**src/chic_pkg.sv**
```systemverilog
// Constants shared by the host interface and clocking block.
package chic_pkg;
    localparam logic [7:0] OFS_ICR = 8'h02;
    localparam logic [7:0] OFS_FRB_LO = 8'h04;
    localparam logic [7:0] OFS_FRB_HI = 8'h05;
    localparam logic [7:0] OFS_MSK_LO = 8'h06;
    localparam logic [7:0] OFS_MSK_HI = 8'h07;
    localparam logic [7:0] OFS_CLKOUT = 8'h1f;
    localparam logic [7:0] ICR_IN_RESET = 8'he1;
    localparam logic [6:0] ICR_RESET = 7'h61;
    localparam int BIT_RSTF = 7;
    localparam int BIT_SYSH = 6;
    localparam int BIT_MEMH = 5;
    localparam int BIT_PD = 4;
    localparam int BIT_SLEEP = 3;
    localparam int BIT_MUX = 2;
    localparam int BIT_STR = 1;
    localparam int BIT_CKON = 0;
    localparam logic [4:0] MSK_RES_ONES = 5'h1f;
    localparam int CLK_PERIOD_NS = 100;
    typedef enum logic {ST_IDLE, ST_RAM} chic_state_t;
endpackage

```
**src/chic_clk_if.sv**
```systemverilog
// Clock controls and enables passed between the top and the clock generator.
`timescale 1ns/10ps
`default_nettype none
interface chic_clk_if;
    logic pll_run;
    logic osc_run;
    logic sys_halve;
    logic mem_halve;
    logic stall;
    logic [3:0] div;
    logic sclk_en;
    logic mclk_en;
    logic clkout;
    modport ctl (output pll_run, osc_run, sys_halve, mem_halve, stall, div,
                 input sclk_en, mclk_en, clkout);
    modport gen (input pll_run, osc_run, sys_halve, mem_halve, stall, div,
                 output sclk_en, mclk_en, clkout);
endinterface
`default_nettype wire

```
**src/chic_top.sv**
```systemverilog
// Host interface control, clocking, fast read buffer and standard mask.
//
// Contract
// - Control register reads E1 in reset, 61 after.
// - Reset flag set; only control reads accepted.
// - System clock halves doubled clock or oscillator.
// - Memory clock equals or halves system clock.
// - Decode power-down and sleep bits into modes.
// - Bus activity clears sleep bit while sleeping.
// - Pin select routes interrupt, floats dedicated pin.
// - Stretch stops clock output during slow accesses.
// - Clock output driven only when enabled.
// - Control register accessible in any power mode.
// - Doubled clock feeds system clock for protocol unless halved; the oscillator feeds it then.
// - Clock output from doubled clock, divider set.
// - Doubler stops when unused, stretched and halved.
// - Slow reads load fast buffer; reset keeps it.
// - Word read fills both bytes, byte read low.
// - Standard mask bits select must-match identifier bits.
// - Mask reserved bits read ones; reset keeps mask.
// - Remote answer uses the object's own identifier.
// - Wake flag on activity, sleep clear, power-up.
`timescale 1ns/10ps
`default_nettype none
module chic_top
    import chic_pkg::*;
(
    // Clock and reset
    input wire logic i_core_clk,
    input wire logic i_reset_n,
    // Host register port
    input wire logic [7:0] i_host_addr,
    input wire logic i_host_rd,
    input wire logic i_host_wr,
    input wire logic i_host_word,
    input wire logic [15:0] i_host_wdata,
    output logic [15:0] o_host_rdata,
    output logic o_host_rvalid,
    output logic o_host_busy,
    output logic o_host_wait,
    // Low-speed register memory and clock-output divider
    output logic o_ram_req,
    output logic o_ram_we,
    output logic o_ram_word,
    output logic [7:0] o_ram_addr,
    output logic [15:0] o_ram_wdata,
    input wire logic i_ram_ack,
    input wire logic [15:0] i_ram_rdata,
    input wire logic [3:0] i_clkout_divider,
    // Clocks and power
    output logic o_sclk_en,
    output logic o_mclk_en,
    output logic o_pll_run,
    output logic o_clkout,
    output logic o_clkout_oe_n,
    output logic o_mode_sleep,
    output logic o_mode_pd,
    output logic o_wakeup,
    input wire logic i_can_activity,
    // Interrupt and port pins
    input wire logic i_irq,
    input wire logic i_p26_out,
    input wire logic i_p26_oe_n,
    output logic o_int_n,
    output logic o_int_oe_n,
    output logic o_p26,
    output logic o_p26_oe_n,
    // Acceptance filtering
    input wire logic [10:0] i_rx_id,
    input wire logic [10:0] i_obj_id,
    input wire logic i_obj_xtd,
    input wire logic i_remote_hit,
    output logic o_std_match,
    output logic [10:0] o_tx_id
);
    function automatic logic id_match(input logic [10:0] a,
                                      input logic [10:0] b,
                                      input logic [10:0] m);
        id_match = ((a ^ b) & m) == 11'h000;
    endfunction

    chic_clk_if ck ();
    chic_clkgen #(.DIV_W(4)) u_clkgen (
        .i_core_clk(i_core_clk),
        .i_reset_n(i_reset_n),
        .c(ck)
    );

    chic_state_t st_r, st_nxt;
    logic flag_r, flag_nxt;
    logic [6:0] icr_r, icr_nxt;
    logic [15:0] rd_r, rd_nxt, frb_r, frb_nxt;
    logic rv_r, rv_nxt, wk_r, wk_nxt, pll_r, pll_nxt;
    logic req_r, req_nxt, we_r, we_nxt, wd_r, wd_nxt;
    logic [7:0] ra_r, ra_nxt;
    logic [15:0] rwd_r, rwd_nxt;
    logic [10:0] msk_r, msk_nxt;
    logic s1_r, s2_r, s3_r;
    logic act, fast, acc, sl, pd;
    logic pins_nxt [0:7];
    logic [7:0] pin_r;
    logic match_r, match_nxt;
    logic [10:0] txid_r, txid_nxt;

    always_comb
    begin
        fast = (i_host_addr == OFS_ICR) || (i_host_addr == OFS_FRB_LO)
            || (i_host_addr == OFS_FRB_HI) || (i_host_addr == OFS_MSK_LO)
            || (i_host_addr == OFS_MSK_HI);
        // Only control reads pass while the reset flag is up.
        acc = (i_host_rd | i_host_wr) && st_r == ST_IDLE
            && (!flag_r || (i_host_rd && i_host_addr == OFS_ICR));
        act = s2_r & ~s3_r;
        sl = icr_r[BIT_SLEEP];
        pd = icr_r[BIT_PD];
        st_nxt = st_r;
        flag_nxt = 1'b0;
        icr_nxt = icr_r;
        rd_nxt = rd_r;
        rv_nxt = 1'b0;
        wk_nxt = 1'b0;
        frb_nxt = frb_r;
        msk_nxt = msk_r;
        req_nxt = 1'b0;
        we_nxt = we_r;
        wd_nxt = wd_r;
        ra_nxt = ra_r;
        rwd_nxt = rwd_r;
        // Hardware clears sleep on bus activity; a host write wins.
        if (act && sl && !pd)
        begin
            icr_nxt[BIT_SLEEP] = 1'b0;
            wk_nxt = 1'b1;
        end
        if (acc && fast && i_host_wr)
        begin
            if (i_host_addr == OFS_ICR)
            begin
                icr_nxt = i_host_wdata[6:0];
                wk_nxt = wk_nxt | (sl & ~pd & ~i_host_wdata[BIT_SLEEP])
                    | (pd & ~i_host_wdata[BIT_PD]);
            end
            if (i_host_addr == OFS_MSK_LO)
            begin
                msk_nxt[10:3] = i_host_wdata[7:0];
                if (i_host_word)
                begin
                    msk_nxt[2:0] = i_host_wdata[15:13];
                end
            end
            if (i_host_addr == OFS_MSK_HI)
            begin
                msk_nxt[2:0] = i_host_wdata[7:5];
            end
        end
        if (acc && fast && i_host_rd)
        begin
            rv_nxt = 1'b1;
            case (i_host_addr)
                OFS_ICR: rd_nxt = {8'h00, flag_r, icr_r};
                OFS_FRB_LO: rd_nxt = i_host_word ? frb_r : {8'h00, frb_r[7:0]};
                OFS_FRB_HI: rd_nxt = {8'h00, frb_r[15:8]};
                OFS_MSK_LO: rd_nxt = i_host_word
                    ? {msk_r[2:0], MSK_RES_ONES, msk_r[10:3]}
                    : {8'h00, msk_r[10:3]};
                default: rd_nxt = {8'h00, msk_r[2:0], MSK_RES_ONES};
            endcase
        end
        case (st_r)
            ST_IDLE:
            begin
                if (acc && !fast)
                begin
                    st_nxt = ST_RAM;
                    req_nxt = 1'b1;
                    we_nxt = i_host_wr;
                    wd_nxt = i_host_word;
                    ra_nxt = i_host_addr;
                    rwd_nxt = i_host_wdata;
                end
            end
            ST_RAM:
            begin
                if (i_ram_ack)
                begin
                    st_nxt = ST_IDLE;
                    if (!we_r)
                    begin
                        rv_nxt = 1'b1;
                        rd_nxt = wd_r ? i_ram_rdata : {8'h00, i_ram_rdata[7:0]};
                        frb_nxt[7:0] = i_ram_rdata[7:0];
                        if (wd_r)
                        begin
                            frb_nxt[15:8] = i_ram_rdata[15:8];
                        end
                    end
                end
            end
            default: st_nxt = ST_IDLE;
        endcase
        // Doubler stops when clock output unused, stretch set and system clock halved.
        pll_nxt = ~icr_nxt[BIT_PD] & ~(icr_nxt[BIT_SYSH]
            & icr_nxt[BIT_STR] & ~icr_nxt[BIT_CKON]);
        pins_nxt[0] = ~i_irq;
        pins_nxt[1] = icr_r[BIT_MUX];
        pins_nxt[2] = icr_r[BIT_MUX] ? ~i_irq : i_p26_out;
        pins_nxt[3] = icr_r[BIT_MUX] ? 1'b0 : i_p26_oe_n;
        pins_nxt[4] = ~icr_r[BIT_CKON];
        pins_nxt[5] = ~pd & sl;
        pins_nxt[6] = (st_nxt == ST_RAM);
        pins_nxt[7] = (st_nxt == ST_RAM) & ~icr_nxt[BIT_STR];
        match_nxt = ~i_obj_xtd & id_match(i_rx_id, i_obj_id, msk_r);
        txid_nxt = i_remote_hit ? i_obj_id : txid_r;
    end

    always_ff @(posedge i_core_clk or negedge i_reset_n)
    begin
        if (!i_reset_n)
        begin
            st_r <= ST_IDLE;
            flag_r <= 1'b1;
            icr_r <= ICR_RESET;
            rd_r <= {8'h00, ICR_IN_RESET};
            rv_r <= 1'b0;
            wk_r <= 1'b0;
            pll_r <= 1'b1;
            req_r <= 1'b0;
            we_r <= 1'b0;
            wd_r <= 1'b0;
            ra_r <= 8'h00;
            rwd_r <= 16'h0000;
            s1_r <= 1'b0;
            s2_r <= 1'b0;
            s3_r <= 1'b0;
            pin_r <= 8'h13;
            match_r <= 1'b0;
            txid_r <= 11'h000;
        end
        else
        begin
            st_r <= st_nxt;
            flag_r <= flag_nxt;
            icr_r <= icr_nxt;
            rd_r <= rd_nxt;
            rv_r <= rv_nxt;
            wk_r <= wk_nxt;
            pll_r <= pll_nxt;
            req_r <= req_nxt;
            we_r <= we_nxt;
            wd_r <= wd_nxt;
            ra_r <= ra_nxt;
            rwd_r <= rwd_nxt;
            s1_r <= i_can_activity;
            s2_r <= s1_r;
            s3_r <= s2_r;
            pin_r <= {pins_nxt[7], pins_nxt[6], pins_nxt[5], pins_nxt[4],
                      pins_nxt[3], pins_nxt[2], pins_nxt[1], pins_nxt[0]};
            match_r <= match_nxt;
            txid_r <= txid_nxt;
        end
    end

    // Buffer and mask survive hardware reset.
    always_ff @(posedge i_core_clk)
    begin
        frb_r <= frb_nxt;
        msk_r <= msk_nxt;
    end

    assign ck.pll_run = pll_r;
    assign ck.osc_run = ~icr_r[BIT_PD];
    assign ck.sys_halve = icr_r[BIT_SYSH];
    assign ck.mem_halve = icr_r[BIT_MEMH];
    assign ck.stall = icr_r[BIT_STR] & (st_r == ST_RAM);
    assign ck.div = i_clkout_divider;
    assign o_sclk_en = ck.sclk_en;
    assign o_mclk_en = ck.mclk_en;
    assign o_clkout = ck.clkout;
    assign o_pll_run = pll_r;
    assign o_host_rdata = rd_r;
    assign o_host_rvalid = rv_r;
    assign o_host_busy = pin_r[6];
    assign o_host_wait = pin_r[7];
    assign o_ram_req = req_r;
    assign o_ram_we = we_r;
    assign o_ram_word = wd_r;
    assign o_ram_addr = ra_r;
    assign o_ram_wdata = rwd_r;
    assign o_wakeup = wk_r;
    assign o_int_n = pin_r[0];
    assign o_int_oe_n = pin_r[1];
    assign o_p26 = pin_r[2];
    assign o_p26_oe_n = pin_r[3];
    assign o_clkout_oe_n = pin_r[4];
    assign o_mode_sleep = pin_r[5];
    assign o_mode_pd = icr_r[BIT_PD];
    assign o_std_match = match_r;
    assign o_tx_id = txid_r;
endmodule // chic_top
`default_nettype wire

```
**src/chic_clkgen.sv**
```systemverilog
// Derives system, memory and clock-output enables from the doubled clock or the oscillator.
`timescale 1ns/10ps
`default_nettype none
module chic_clkgen #(
    parameter int DIV_W = 4
) (
    // Clock and reset
    input wire logic i_core_clk,
    input wire logic i_reset_n,
    // Controls and enables
    chic_clk_if.gen c
);
    if (DIV_W != 4) $error("chic_clkgen: DIV_W must be 4");

    logic xph_r, xph_nxt, sph_r, sph_nxt, mph_r, mph_nxt;
    logic sen_r, sen_nxt, men_r, men_nxt, cko_r, cko_nxt;
    logic [DIV_W-1:0] cnt_r, cnt_nxt;
    logic pll_tick, osc_input_tick, src_tick;
    logic [DIV_W-1:0] lim;

    // Each core cycle with the doubler running is one doubled-clock tick.
    always_comb
    begin
        pll_tick = c.pll_run;
        // Outside power-down the oscillator phase keeps running while the doubler is stopped.
        osc_input_tick = c.osc_run & xph_r;
        src_tick = c.sys_halve ? osc_input_tick : pll_tick;
        lim = (c.div == 4'hf) ? 4'he : c.div;
        xph_nxt = c.osc_run ? ~xph_r : xph_r;
        sph_nxt = src_tick ? ~sph_r : sph_r;
        sen_nxt = src_tick & sph_r;
        mph_nxt = sen_nxt ? ~mph_r : mph_r;
        men_nxt = sen_nxt & (~c.mem_halve | mph_r);
        cnt_nxt = cnt_r;
        cko_nxt = cko_r;
        if (pll_tick && !c.stall)
        begin
            if (cnt_r >= lim)
            begin
                cnt_nxt = '0;
                cko_nxt = ~cko_r;
            end
            else
            begin
                cnt_nxt = cnt_r + 1'b1;
            end
        end
    end

    always_ff @(posedge i_core_clk or negedge i_reset_n)
    begin
        if (!i_reset_n)
        begin
            xph_r <= 1'b0;
            sph_r <= 1'b0;
            mph_r <= 1'b0;
            sen_r <= 1'b0;
            men_r <= 1'b0;
            cko_r <= 1'b0;
            cnt_r <= '0;
        end
        else
        begin
            xph_r <= xph_nxt;
            sph_r <= sph_nxt;
            mph_r <= mph_nxt;
            sen_r <= sen_nxt;
            men_r <= men_nxt;
            cko_r <= cko_nxt;
            cnt_r <= cnt_nxt;
        end
    end

    assign c.sclk_en = sen_r;
    assign c.mclk_en = men_r;
    assign c.clkout = cko_r;
endmodule // chic_clkgen
`default_nettype wire

```
**config.mk**
```make
export PLATFORM = sky130hd
export DESIGN_NAME = chic_top
export DESIGN_NICKNAME = d
export VERILOG_FILES = /design/src/chic_pkg.sv /design/src/chic_clk_if.sv /design/src/chic_top.sv /design/src/chic_clkgen.sv
export SDC_FILE = /design/constraint.sdc
export NUM_CORES = 1
export LEC_CHECK = 0
export BUFFER_PORTS_ARGS = -buffer_cell sky130_fd_sc_hd__buf_4
export CORE_MARGIN = 1.5
export CORE_UTILIZATION = 50
export DETAILED_ROUTE_END_ITERATION = 16
export GPL_TIMING_DRIVEN = 1
export PLACE_DENSITY_LB_ADDON = 0.15
export SYNTH_ARGS = -nofsm -noshare
export SYNTH_HDL_FRONTEND = slang
export SYNTH_SLANG_ARGS = --single-unit
```
**constraint.sdc**
```tcl
create_clock -name i_core_clk -period 2.7 [get_ports i_core_clk]
set_input_delay 0 -clock i_core_clk [delete_from_list [all_inputs] [get_ports i_core_clk]]
set_output_delay 0 -clock i_core_clk [all_outputs]
set_load 0.02 [all_outputs]
```
==> run_results.csv <==
group,metric,value,unit
run_status,status,"complete, no violations",
worst_setup_path,crit_chain,"dlygate4sd3_1 > buf_4 > or4_1 > or2_0 > or4_4 > o31ai_1 > dlygate4sd3_1",
synthesis,synthAdderAreaFrac,1.28,%
synthesis,synthArstFlopShare,76.3,%
synthesis,synth_flop_cell,"dfrtp_1",
worst_setup_path,critPathMaxFanout,11,
floorplan,start_util,52.3,%
synthesis,ys_seq_area_share,61.3,%
routing,vias,3960,
finish,n_antenna_cell,0,
routing,post-route-drc-count,0,
floorplan,die_area,10400,um^2
synthesis,syn_nets,452,
global_routing,grt_util_all_layers,27.2,%
worst_setup_path,critPathCaptureType,"flip-flop",
global_routing,grt_pass1_wl,21000,um
worst_setup_path,cp.arrival,3.00,ns
worst_setup_path,r2r-start,"pin_r[6]$_DFF_PN0_",
finish,area_growth,53.0,%
worst_setup_path,worstSetupPathType,"in2reg",
synthesis,synth_top_cell_by_area,"dfrtp_1",
synthesis,synth_top_family_by_area,"multiplexers",
floorplan,num_io_pins,148,
synthesis,ys_top_cells_by_area,"dfrtp_1 38%, edfxtp_1 17%, mux2_2 9.2%",
sta,worst_pin_slew,0.532,ns
sta,hold_slack,0.00185,ns
clocking,clk_pin_slew,0.06,ns
worst_setup_path,r2r_slack,0.52,ns
clocking,htree_levels,4,
sta,slew_violations,0,
power,p_leak,3.41,nW
synthesis,yosysWarnings,0,
worst_setup_path,path_buf_inv,3,
floorplan,fp.coreArea,9370,um^2
floorplan,rows,35,
placement,numPortBuffers,147,
sta,final-setup-viol-count,0,
synthesis,synthMuxAreaShare,15.3,%
routing,dr.pass1.iters,4,
finish,nNetsFinal,687,
finish,layout_commonest_cell,"buf_4",
clocking,root_buffer,"clkbuf_8",
sta,slew_headroom,64.5,%
global_routing,grt_pass1_vias,4273,
global_routing,overflow,0,
synthesis,synth_xor_area_share,2.68,%
worst_setup_path,regToRegEndpoint,"o_pll_run$_DFF_PN1_",
worst_setup_path,slowest_delay,0.64,ns
clocking,insertion_delay,0.51,ns
global_routing,grt_max_degree,43,
sta,fin_skew,0.00744,ns
clocking,cts_buffers,17,
power,peakVddDrop,480,uV
routing,detail_route.wl_per_cell,18.0,um
routing,drtIter0Drc,156,
worst_setup_path,worstRegToRegCells,5,
synthesis,synth_compound_gate_area_share,9.52,%
worst_setup_path,cp-start-kind,"input pin",
flow_run,drv_cap,0,
sta,finalHoldViolations,0,
routing,ant_nets,0,
clocking,ctsLongestPathBuffers,2,
synthesis,yosys.area_share.simple,7.17,%
global_routing,antenna_found_initial,0,
synthesis,synth_area,4900,um^2
clocking,clock_sinks,114,
placement,place_hpwl,8660,um
finish,layout_common_cells,"155 x buf_4, 75 x dlygate4sd3_1, 75 x dfrtp_1",
sta,period_share,94.5,%
synthesis,ys_seq_elements,114,
finish,layout-drive-gt1-share,40.5,%
sta,rsz0062_at_grt,"false",
routing,via_per_inst,5.31,
power,p_per_area,794,nW/um^2
floorplan,die_y,102,um
sta,max_freq,392,MHz
synthesis,synth_edf_count,27,
floorplan,die_x,102,um
routing,finalWirelength,13400,um
synthesis,syn_inst,369,
synthesis,synth_top_cell_area_share,38.3,%
sta,period_minus_slack,2.55,ns
sta,setup_tns,0,ns
clocking,cts_tree,"built",
worst_hold_path,hold_class,"in2async",
placement,gp_congestion,0.796,
synthesis,synthDistinctLibCells,48,
worst_setup_path,required,3.14,ns
worst_setup_path,crit_path_frequent_cell,"dlygate4sd3_1",
worst_setup_path,cp_slowest_cell,"or4_4",
synthesis,avgSynthCellArea,13.3,um^2
worst_setup_path,crit_family,"simple AND/OR/NAND/NOR gates",
[cell type report]
cell class,instances,area (um^2)
clock inverter,11,98.8
timing repair buffer,231,1930
inverter,15,56.3
sequential,114,3000
multi-input combinational,225,1780
fill,625,1870
tap,129,161
clock buffer,21,460
[report_power, final]
part	total (W)	internal [W]	leakage, nW	switching (W)
sequential	0.00230	0.00210	1.28	0.000201
clock	0.00210	0.00130	0.283	0.000793
combinational	0.00156	0.000773	1.85	0.000785
total	0.00596	0.00418	3.41	0.00178
[cell families after synthesis]
| kind of cell | count (synthesis) |
|---|---|
| flip-flops | 114 |
| AND/OR/NAND/NOR | 68 |
| buffers and inverters | 30 |
| other | 1 |
| AO/OA/AOI/OAI | 69 |
| multiplexers | 67 |
| XOR/XNOR | 15 |
| adder cells (fa/ha/maj) | 5 |
[through the flow]
stage | util [%] | setup WS, ns | instance area [um^2] | std cells | power (W)
6_report | 80.0 | 0.150 | 7500 | 746 | 0.00596
2_1_floorplan | - | 0.314 | 4900 | 369 | 0.00308
3_5_place_dp | 66.0 | 0.646 | 6190 | 639 | 0.00377
5_1_grt | 80.0 | 0.116 | 7500 | 746 | 0.00623
4_1_cts | 80.0 | 0.243 | 7500 | 746 | 0.00598
3_3_place_gp | 66.0 | 0.666 | 6190 | 639 | 0.00371
[worst max path at each step]
stage	start	to	cells past startpoint
2_1_floorplan	pin_r[6]$_DFF_PN0_	frb_r[10]$_DFFE_PP_	6
3_3_place_gp	i_host_addr[5]	pin_r[7]$_DFF_PN0_	6
3_5_place_dp	i_host_addr[5]	pin_r[7]$_DFF_PN0_	6
4_1_cts	i_host_addr[5]	o_pll_run$_DFF_PN1_	7
5_1_grt	i_host_addr[5]	o_pll_run$_DFF_PN1_	7
6_report	i_host_addr[5]	o_pll_run$_DFF_PN1_	7
[registers in the layout (all words and copies together), names as in the netlist, 4 cells and up]
register	cells
u_clkgen.cnt_r	4
frb_r	16
o_ram_addr	8
o_host_rdata	16
o_ram_wdata	16
icr_r	7
o_tx_id	11
pin_r	8
msk_r	11
[worst reg2reg max path, stage by stage, from the launching register on]
cell           delay [ns]
dfrtp_1              0.49
inv_1                0.13
nand3_1              0.08
or4_4                0.54
o31ai_1              0.30
dlygate4sd3_1        0.59
[per-layer routing]
layer	global-route usage [%]	part of all wire (%)	vias up
met5	0	0	-
met4	10.0	1.8	0
met3	7.11	6.2	21
met2	46.3	50	159
met1	33.6	42	1970
li1	-	-	1810
[synth_stat cells, types with 2 or more instances]
cell type  instances
dfrtp_1           75
mux2_2            40
edfxtp_1          27
mux2i_1           21
o21ai_0           19
nor2_1            18
a22oi_1           16
inv_1             15
nand2_1           15
dfstp_2           12
xor2_1            11
a21oi_1           10
clkbuf_1           8
mux2_4             6
nand2b_1           6
nor2b_1            6
o2bb2ai_1          6
ha_1               5
nor3_1             4
o32a_1             4
xnor2_1            4
a211oi_1           3
buf_2              3
nand3_1            3
or2_2              3
a31oi_1            2
and2_1             2
buf_1              2
buf_6              2
nand4b_1           2
o22ai_1            2
[what timing repair did]
action	4_1_cts	5_1_grt
setup buffers	0	0
hold endpoints to repair	158	0
gates resized for setup	0	0
hold buffers	75	0
endpoints found under the setup margin	0	0
(Power assumes the default switching activity.)
